$ cat src/common/padc_pkg.sv
/*
 * Shared constants and carriers for the potentiometer address decode and
 * control register block.
 * Assumes a 16-bit serial frame: 4-bit opcode, 4-bit address, 8-bit data.
 */
package padc_pkg;

    // ==========================================================
    // Widths and counts
    localparam int CHANNELS = 4;
    localparam int CODE_W = 8;
    localparam int TAPS = 256;
    localparam int FRAME_BITS = 16;
    localparam logic [4:0] FRAME_LEN = 5'h10;

    // ==========================================================
    // Opcodes
    localparam logic [3:0] OP_WRITE_WIPER = 4'h1;
    localparam logic [3:0] OP_WRITE_INPUT = 4'h2;
    localparam logic [3:0] OP_READBACK = 4'h3;
    localparam logic [3:0] OP_COPY_INPUT = 4'h6;
    localparam logic [3:0] OP_NVM_COPY = 4'h7;
    localparam logic [3:0] OP_WRITE_NVM = 4'h8;
    localparam logic [3:0] OP_SW_RESET = 4'hb;
    localparam logic [3:0] OP_CTRL_WRITE = 4'hd;

    // ==========================================================
    // Readback selectors
    localparam logic [1:0] RB_INPUT = 2'h0;
    localparam logic [1:0] RB_NVM = 2'h1;
    localparam logic [1:0] RB_CTRL = 2'h2;
    localparam logic [1:0] RB_WIPER = 2'h3;

    // ==========================================================
    // Control register fields and reset values
    localparam int WP_POS = 0;
    localparam int NVM_EN_POS = 1;
    localparam int GAIN_POS = 2;
    localparam int BURST_POS = 3;
    localparam logic [3:0] CTRL_RESET = 4'h3;
    localparam logic [7:0] WIPER_RESET = 8'h80;
    localparam logic [7:0] NVM_RESET = 8'h80;

    typedef struct packed {
        logic burstEnableBit;
        logic gainModeBit;
        logic nvmProgramEnableBit;
        logic writeProtectBit;
    } padc_ctrl_t;

    typedef struct packed {
        logic [3:0] opcode;
        logic broadcastSelectBit;
        logic sideSelectBit;
        logic channelSelectHigh;
        logic channelSelectLow;
        logic [7:0] data;
    } padc_cmd_t;

endpackage

$ cat src/verilog/padc_top.sv
/*
 * Serial command front end, channel address decode, control register and
 * per-channel wiper, input and stored-code registers of a quad potentiometer.
 * Assumes the host drives sclk, syncN and sdi from another clock domain; all
 * three are synchronised to sys_clk, so sclk must be well below sys_clk / 4.
 */
// Function
// An address with the top bit set hits every channel, but stored-memory commands ignore it.
// Top two address bits low pick channel by the low two bits, the B side in either mode.
// Second address bit set picks the A-side registers, only in gain mode, never for memory. Readback picks the A-side registers in either mode.
// Write protect low freezes the wiper at the stored code, high lets writes through.
// Program enable low refuses stored-memory programming, high permits it.
// Gain mode bit low selects potentiometer mode, high linear gain mode.
// Burst bit enables burst mode, which then survives stop and repeated start.
// Each wiper holds an 8-bit code decoded to exactly one tap.
// In potentiometer mode the A-side setting is the complement of the wiper code.
// In gain mode the A-side setting follows its own register, not the B code.
// A control write loads four data bits; readback with selector 10 returns them.
// Reset and software reset restore the control defaults.
`timescale 1ns/100ps
module padc_top (
    input wire logic sys_clk,
    input wire logic resetn,
    input wire logic sclk,
    input wire logic syncN,
    input wire logic sdi,
    output logic sdo,
    output logic burstMode,
    output logic [7:0] wiperToB [4],
    output logic [7:0] wiperToA [4],
    output logic [255:0] tapSelect [4]
);

    // ==========================================================
    // Input synchronisers and edge detect
    logic [2:0] sclkSync_r, syncSync_r, sdiSync_r;

    always_ff @(posedge sys_clk or negedge resetn) begin
        if (!resetn) begin
            sclkSync_r <= 3'h0;
            syncSync_r <= 3'h7;
            sdiSync_r <= 3'h0;
        end else begin
            sclkSync_r <= {sclkSync_r[1:0], sclk};
            syncSync_r <= {syncSync_r[1:0], syncN};
            sdiSync_r <= {sdiSync_r[1:0], sdi};
        end
    end

    logic sclkRise, sclkFall, frameOpen, frameEnd, frameStart;
    assign sclkRise = sclkSync_r[1] & ~sclkSync_r[2];
    assign sclkFall = ~sclkSync_r[1] & sclkSync_r[2];
    assign frameOpen = ~syncSync_r[1];
    assign frameEnd = syncSync_r[1] & ~syncSync_r[2];
    assign frameStart = ~syncSync_r[1] & syncSync_r[2];

    // ==========================================================
    // Frame shift-in
    logic [15:0] shiftIn_r;
    logic [4:0] bitCnt_r;

    always_ff @(posedge sys_clk or negedge resetn) begin
        if (!resetn) begin
            shiftIn_r <= 16'h0000;
            bitCnt_r <= 5'h00;
        end else if (frameStart) begin
            bitCnt_r <= 5'h00;
        end else if (frameOpen && sclkRise) begin
            shiftIn_r <= {shiftIn_r[14:0], sdiSync_r[1]};
            if (bitCnt_r != 5'h1f) begin
                bitCnt_r <= bitCnt_r + 5'h01;
            end
        end
    end

    // Short or long frames are dropped rather than half executed
    logic exec;
    padc_pkg::padc_cmd_t cmd;
    assign exec = frameEnd && (bitCnt_r == padc_pkg::FRAME_LEN);
    assign cmd = shiftIn_r;

    // ==========================================================
    // Control register
    padc_pkg::padc_ctrl_t ctrl_r;
    logic swReset;
    assign swReset = exec && (cmd.opcode == padc_pkg::OP_SW_RESET);

    always_ff @(posedge sys_clk or negedge resetn) begin
        if (!resetn) begin
            ctrl_r <= padc_pkg::CTRL_RESET;
        end else if (swReset) begin
            ctrl_r <= padc_pkg::CTRL_RESET;
        end else if (exec && cmd.opcode == padc_pkg::OP_CTRL_WRITE) begin
            ctrl_r <= cmd.data[3:0];
        end
    end

    property p_ctrl_load;
        @(posedge sys_clk) disable iff (!resetn)
        exec && cmd.opcode == padc_pkg::OP_CTRL_WRITE |=> ctrl_r == $past(cmd.data[3:0]);
    endproperty
    a_ctrl_load: assert property (p_ctrl_load)
        else $error("Control write did not load four data bits");

    property p_sw_reset;
        @(posedge sys_clk) disable iff (!resetn)
        swReset |=> ctrl_r == padc_pkg::CTRL_RESET;
    endproperty
    a_sw_reset: assert property (p_sw_reset)
        else $error("Software reset did not restore control defaults");

    always_ff @(posedge sys_clk or negedge resetn) begin
        if (!resetn) begin
            burstMode <= 1'b0;
        end else begin
            burstMode <= ctrl_r.burstEnableBit;
        end
    end

    property p_burst;
        @(posedge sys_clk) disable iff (!resetn)
        burstMode == $past(ctrl_r.burstEnableBit);
    endproperty
    a_burst: assert property (p_burst)
        else $error("Burst output does not follow its control bit");

    // ==========================================================
    // Per-channel registers
    logic [7:0] wipB_r [4];
    logic [7:0] inB_r [4];
    logic [7:0] wipA_r [4];
    logic [7:0] inA_r [4];
    logic [7:0] nvm_r [4];

    genvar g;
    generate
        for (g = 0; g < padc_pkg::CHANNELS; g++) begin : gChan
            logic chanMatch, hitB, hitA, hitMem;
            assign chanMatch = {cmd.channelSelectHigh, cmd.channelSelectLow} == 2'(g);

            assign hitB = exec && (cmd.broadcastSelectBit || (!cmd.sideSelectBit && chanMatch));

            assign hitA = exec && ctrl_r.gainModeBit &&
                (cmd.broadcastSelectBit || (cmd.sideSelectBit && chanMatch));

            assign hitMem = exec && !cmd.broadcastSelectBit && !cmd.sideSelectBit && chanMatch;

            always_ff @(posedge sys_clk or negedge resetn) begin
                if (!resetn) begin
                    wipB_r[g] <= padc_pkg::WIPER_RESET;
                end else if (swReset || !ctrl_r.writeProtectBit) begin
                    wipB_r[g] <= nvm_r[g];
                end else if (hitB && cmd.opcode == padc_pkg::OP_WRITE_WIPER) begin
                    wipB_r[g] <= cmd.data;
                end else if (hitB && cmd.opcode == padc_pkg::OP_COPY_INPUT) begin
                    wipB_r[g] <= inB_r[g];
                end else if (hitMem && cmd.opcode == padc_pkg::OP_NVM_COPY && !cmd.data[0]) begin
                    wipB_r[g] <= nvm_r[g];
                end
            end

            always_ff @(posedge sys_clk or negedge resetn) begin
                if (!resetn) begin
                    inB_r[g] <= padc_pkg::WIPER_RESET;
                end else if (hitB && cmd.opcode == padc_pkg::OP_WRITE_INPUT) begin
                    inB_r[g] <= cmd.data;
                end
            end

            // The A side has no stored code, so write protect simply holds it
            always_ff @(posedge sys_clk or negedge resetn) begin
                if (!resetn) begin
                    wipA_r[g] <= padc_pkg::WIPER_RESET;
                    inA_r[g] <= padc_pkg::WIPER_RESET;
                end else begin
                    if (hitA && cmd.opcode == padc_pkg::OP_WRITE_INPUT) begin
                        inA_r[g] <= cmd.data;
                    end
                    if (ctrl_r.writeProtectBit && hitA) begin
                        if (cmd.opcode == padc_pkg::OP_WRITE_WIPER) begin
                            wipA_r[g] <= cmd.data;
                        end else if (cmd.opcode == padc_pkg::OP_COPY_INPUT) begin
                            wipA_r[g] <= inA_r[g];
                        end
                    end
                end
            end

            always_ff @(posedge sys_clk or negedge resetn) begin
                if (!resetn) begin
                    nvm_r[g] <= padc_pkg::NVM_RESET;
                end else if (hitMem && ctrl_r.nvmProgramEnableBit) begin
                    if (cmd.opcode == padc_pkg::OP_WRITE_NVM) begin
                        nvm_r[g] <= cmd.data;
                    end else if (cmd.opcode == padc_pkg::OP_NVM_COPY && cmd.data[0]) begin
                        nvm_r[g] <= wipB_r[g];
                    end
                end
            end

            always_ff @(posedge sys_clk or negedge resetn) begin
                if (!resetn) begin
                    wiperToB[g] <= padc_pkg::WIPER_RESET;
                    wiperToA[g] <= ~padc_pkg::WIPER_RESET;
                    // Reset shows the decoded reset code, so one tap is always on
                    tapSelect[g] <= 256'h1 << padc_pkg::WIPER_RESET;
                end else begin
                    wiperToB[g] <= wipB_r[g];

                    wiperToA[g] <= ctrl_r.gainModeBit ? wipA_r[g] : ~wipB_r[g];
                    tapSelect[g] <= 256'h1 << wipB_r[g];
                end
            end

            property p_pot_a;
                @(posedge sys_clk) disable iff (!resetn)
                !$past(ctrl_r.gainModeBit) |-> wiperToA[g] == ~$past(wipB_r[g]);
            endproperty
            a_pot_a: assert property (p_pot_a)
                else $error("A side not complement of wiper");

            property p_gain_a;
                @(posedge sys_clk) disable iff (!resetn)
                $past(ctrl_r.gainModeBit) |-> wiperToA[g] == $past(wipA_r[g]);
            endproperty
            a_gain_a: assert property (p_gain_a)
                else $error("A side does not follow its own register");

            property p_tap_sel;
                @(posedge sys_clk) disable iff (!resetn)
                $onehot(tapSelect[g]) && tapSelect[g][$past(wipB_r[g])];
            endproperty
            a_tap_sel: assert property (p_tap_sel)
                else $error("Tap select is not the single decoded code");

            property p_freeze;
                @(posedge sys_clk) disable iff (!resetn)
                !ctrl_r.writeProtectBit |=> wipB_r[g] == $past(nvm_r[g]);
            endproperty
            a_freeze: assert property (p_freeze)
                else $error("Protected wiper left the stored code");

            property p_nvm_refuse;
                @(posedge sys_clk) disable iff (!resetn)
                !ctrl_r.nvmProgramEnableBit |=> $stable(nvm_r[g]);
            endproperty
            a_nvm_refuse: assert property (p_nvm_refuse)
                else $error("Stored code changed with programming disabled");

            property p_bcast_mem;
                @(posedge sys_clk) disable iff (!resetn)
                exec && cmd.broadcastSelectBit |=> $stable(nvm_r[g]);
            endproperty
            a_bcast_mem: assert property (p_bcast_mem)
                else $error("Stored code took a broadcast command");
        end
    endgenerate

    // ==========================================================
    // Readback
    logic [7:0] rbValue;
    logic [1:0] rbChan;
    assign rbChan = {cmd.channelSelectHigh, cmd.channelSelectLow};

    always_comb begin
        case (cmd.data[1:0])
            padc_pkg::RB_INPUT: rbValue = cmd.sideSelectBit ? inA_r[rbChan] : inB_r[rbChan];
            padc_pkg::RB_NVM: rbValue = nvm_r[rbChan];
            padc_pkg::RB_CTRL: rbValue = {4'h0, ctrl_r};
            padc_pkg::RB_WIPER: rbValue = cmd.sideSelectBit ? wipA_r[rbChan] : wipB_r[rbChan];
            default: rbValue = 8'h00;
        endcase
    end

    // Answer shifts out during the next frame, changing on falling sclk
    logic [15:0] shiftOut_r;

    always_ff @(posedge sys_clk or negedge resetn) begin
        if (!resetn) begin
            shiftOut_r <= 16'h0000;
        end else if (exec) begin
            shiftOut_r <= (cmd.opcode == padc_pkg::OP_READBACK) ? {8'h00, rbValue} : 16'h0000;
        end else if (frameOpen && sclkFall) begin
            shiftOut_r <= {shiftOut_r[14:0], 1'b0};
        end
    end

    assign sdo = shiftOut_r[15];

endmodule

$ cat config.mk
export PLATFORM = sky130hd
export DESIGN_NAME = padc_top
export DESIGN_NICKNAME = d
export VERILOG_FILES = /design/src/common/padc_pkg.sv /design/src/verilog/padc_top.sv
export SDC_FILE = /design/constraint.sdc
export NUM_CORES = 2
export LEC_CHECK = 0
export ABC_AREA = 1
export BUFFER_PORTS_ARGS = -buffer_cell sky130_fd_sc_hd__buf_2
export CAP_MARGIN = 10
export CORE_AREA = 2 2 428 430
export DETAILED_ROUTE_END_ITERATION = 8
export DIE_AREA = 0 0 430 432
export GPL_TIMING_DRIVEN = 0
export SLEW_MARGIN = 30
export SYNTH_ARGS = -nofsm -noshare
export SYNTH_HDL_FRONTEND = slang
export SYNTH_SLANG_ARGS = --single-unit
$ cat constraint.sdc
create_clock -name sys_clk -period 2.25 [get_ports sys_clk]
set_input_delay 0.45 -clock sys_clk [delete_from_list [all_inputs] [get_ports sys_clk]]
set_output_delay 0.45 -clock sys_clk [all_outputs]
set_load 0.01 [all_outputs]
==> flow_summary.toml <==
[placement]
post-place-cells = 8165
port_buffers = 1094
place_congestion = 0.981
place_area_um2 = 56400
place_hpwl_mm = 181

[routing]
first_pass_iters = 8
drtAntennaViolNets = 0
drt_iter0_drc = 5045
routed_via_density = 5.03
num_vias = 42890
post-route-drc-count = 0
drt-total-wl_mm = 236
wl_per_cell_um = 27.6

[die]
die_y_um = 432
rows = 157
boundaryPins = 1095
initial_utilization = 0.262
dieArea_um2 = 186000
dieWidth_um = 430
core_region_area_um2 = 182000

[setup_path]
crit_type = "reg -> reg"
slowest_stage = "dfstp_2"
crit_required_ns = 2.87
cpLargestDelayFamily = "buffers and inverters"
cp_max_fo = 10
startpoint_type = "flip-flop"
reg2regPathDepth = 3
cpMostUsedCell = "clkbuf_1"
r2r_slack_ns = -0.05
reg2reg_from = "wipB_r[23]"
timing.critical_path.cells = "clkbuf_1 -> clkbuf_1 -> nor2_1"
worst_ep_arrival_time_ns = 2.92
max_stage_delay_ns = 0.73
worstSetupEndpointType = "flip-flop"
cp_num_buf_inv = 2
timing.rr.end = "tapSelect[540]"

[timing]
hold_ws_ns = -0.00372
rsz0062_at_grt = "true"
fmax_mhz = 436
worst_pin_slew_ns = 0.925
post-route-period-util = 1.02
finalMaxSlewViolations = 0
setup_viol = 11
slew_headroom = 0.384
hold_violations = 1
fin_skew_ns = 0.0263
setup_ws_ns = -0.0461
period_minus_slack_ns = 2.30

[power_and_ir_drop]
ir_drop_mv = 0.675
p_per_area_nw_per_um2 = 775
power.leakage_uw = 0.0331

[yosys]
synth_cell_types = 40
synth_nets = 4681
avgSynthCellArea_um2 = 10.2
synth_seq_cells = 1298
yosysWarnings = 0
synthCells = 4673
ys_seq_area_frac = 0.685
syn_area_um2 = 47600

[clock_tree]
root_buffer = "clkbuf_16"
numClockSinks = 1298
clk_pin_slew_ns = 0.06
clock_path_buffers = 3
htreeDepth = 4
cts_tree = "yes"
clkLatencyLatePin_ns = 0.81
numCtsBuffers = 145

[finish]
fillers = 18564
layout_common_cells = "1,229 x dfrtp_1, 1,119 x buf_2, 1,097 x nor2_1"
post-route-util = 0.349
fin_cells = 8534
fin_area_um2 = 63500
final_common_cell = "dfrtp_1"
drive_gt1_frac = 0.297
area_growth_pct = 33.5
final-seq-area_um2 = 32600
fin_nets = 6028
multiInputGateArea_um2 = 13500

[flow_run]
maxCapViolCount = 0

[grt]
grt_pass1_vias = 40035
antenna_found_initial = 34
grt_pass1_wl_mm = 318
grt_max_degree = 123
grt_util_all_layers = 0.243
grt-ovfl-total = 0

[hold_path]
hp-class = "in -> async"

[run_status]
status = "complete, but fails checks"
violations = "negative hold slack, negative setup slack"
==> synth_stat cells (all sizes together) <==
library cell / count / share of area
dfstp: 61 / 0.034
nand4: 401 / 0.053
clkbuf: 226 / 0.018
or2: 1 / 0.00013
nand3b: 2 / 0.00058
nor2: 1207 / 0.097
dfrtp: 1237 / 0.65
inv: 214 / 0.017
nand3: 248 / 0.027
ha: 3 / 0.00079
o21ai: 273 / 0.029
nor4: 4 / 0.0018
nand2: 504 / 0.040
nor3: 74 / 0.0080
o22ai: 7 / 0.00092
a22oi: 2 / 0.00032
o2111ai: 1 / 0.00018
buf: 132 / 0.013
a21oi: 59 / 0.0065
clkinv: 17 / 0.0013
==> per-layer routing <==
layer	GRT usage	wire, µm	part of all wire	vias up
met3	0.0645	21400	0.091	531
met1	0.327	96400	0.41	21778
met2	0.369	106000	0.45	2628
met4	0.104	11700	0.050	4
li1	-	-	-	17949
met5	0	27	0.00011	-
==> worst reg2reg max path, cell delays in order, from the launching register on <==
cell      delay (ns)
dfstp_2         0.73
clkbuf_1        0.49
clkbuf_1        0.67
nor2_1          0.23
==> worst max-delay path by stage <==
stage          slack [ns]             end   startpoint  cells after the start
6_report            -0.05  tapSelect[540]   wipB_r[23]                      3
5_1_grt             -0.02  tapSelect[760]   wipB_r[20]                      6
4_1_cts             -0.14  tapSelect[699]   wipB_r[17]                      4
3_5_place_dp        -1.50  tapSelect[884]   wipB_r[28]                      6
3_3_place_gp       -27.61  tapSelect[884]       resetn                      1
2_1_floorplan        0.51      wipB_r[21]  bitCnt_r[0]                     13
==> cells by family (layout without fill, tap and decap cells) <==
logic type,after synthesis,after routing,share of synthesized area
AO/OA/AOI/OAI,342,342,0.0368
adder cells (fa/ha/maj),3,3,0.000789
AND/OR/NAND/NOR,2441,2441,0.228
flip-flops,1298,1298,0.685
other,0,11,0
buffers and inverters,589,2054,0.0496
==> sequential cells by signal, indices dropped and copies added (netlist names) <==
register and count:
tapSelect 1024, inA_r 32, inB_r 32, nvm_r 32, wipA_r 32, wipB_r 32, wiperToA 32, wiperToB 32
cmd 16, shiftOut_r 16, bitCnt_r 5, ctrl_r 4, sclkSync_r 3, syncSync_r 3, sdiSync_r 2, burstMode 1
==> area by class of cell <==
type                    instances  area share
flip-flops and latches       1298       0.513
multi-input cells            2786       0.212
repair buffers               1206       0.110
clock buffers                 204      0.0662
well taps                    2385      0.0470
plain buffers                 352      0.0251
inverters                     231      0.0145
clock inverters                61      0.0109
diodes                         11    0.000434
==> power by group <==
group          internal, µW  leakage (µW)  total, µW  switching [µW]
registers             23500        0.0178      23500            80.8
clock network         14000       0.00241      24500           10500
logic                   240        0.0129       1150             910
==> repair_timing <==
item | in CTS | in global routing
hold buffers | 8 | 9
gates resized for setup | 215 | 97
pin swaps | 21 | 21
hold endpoints to repair | 348 | 131
setup endpoints to repair | 1042 | 340
buffers inserted | 41 | 39
gates cloned | 0 | 1
==> per-stage QoR <==
step | total power (µW) | setup TNS, ns | worst slack [ns] | hold slack [ns]
CTS | 49500 | -0.138 | -0.138 | -0.0920
detailed placement | 25000 | -495.20 | -1.50 | 0.326
finish | 49200 | -0.240 | -0.0461 | -0.00372
global route | 50600 | -0.0374 | -0.0184 | 0.0361
global placement | 25000 | - | -27.61 | 0.342
floorplan | 24200 | 0 | 0.505 | 0.154
(Power assumes the default switching activity.)
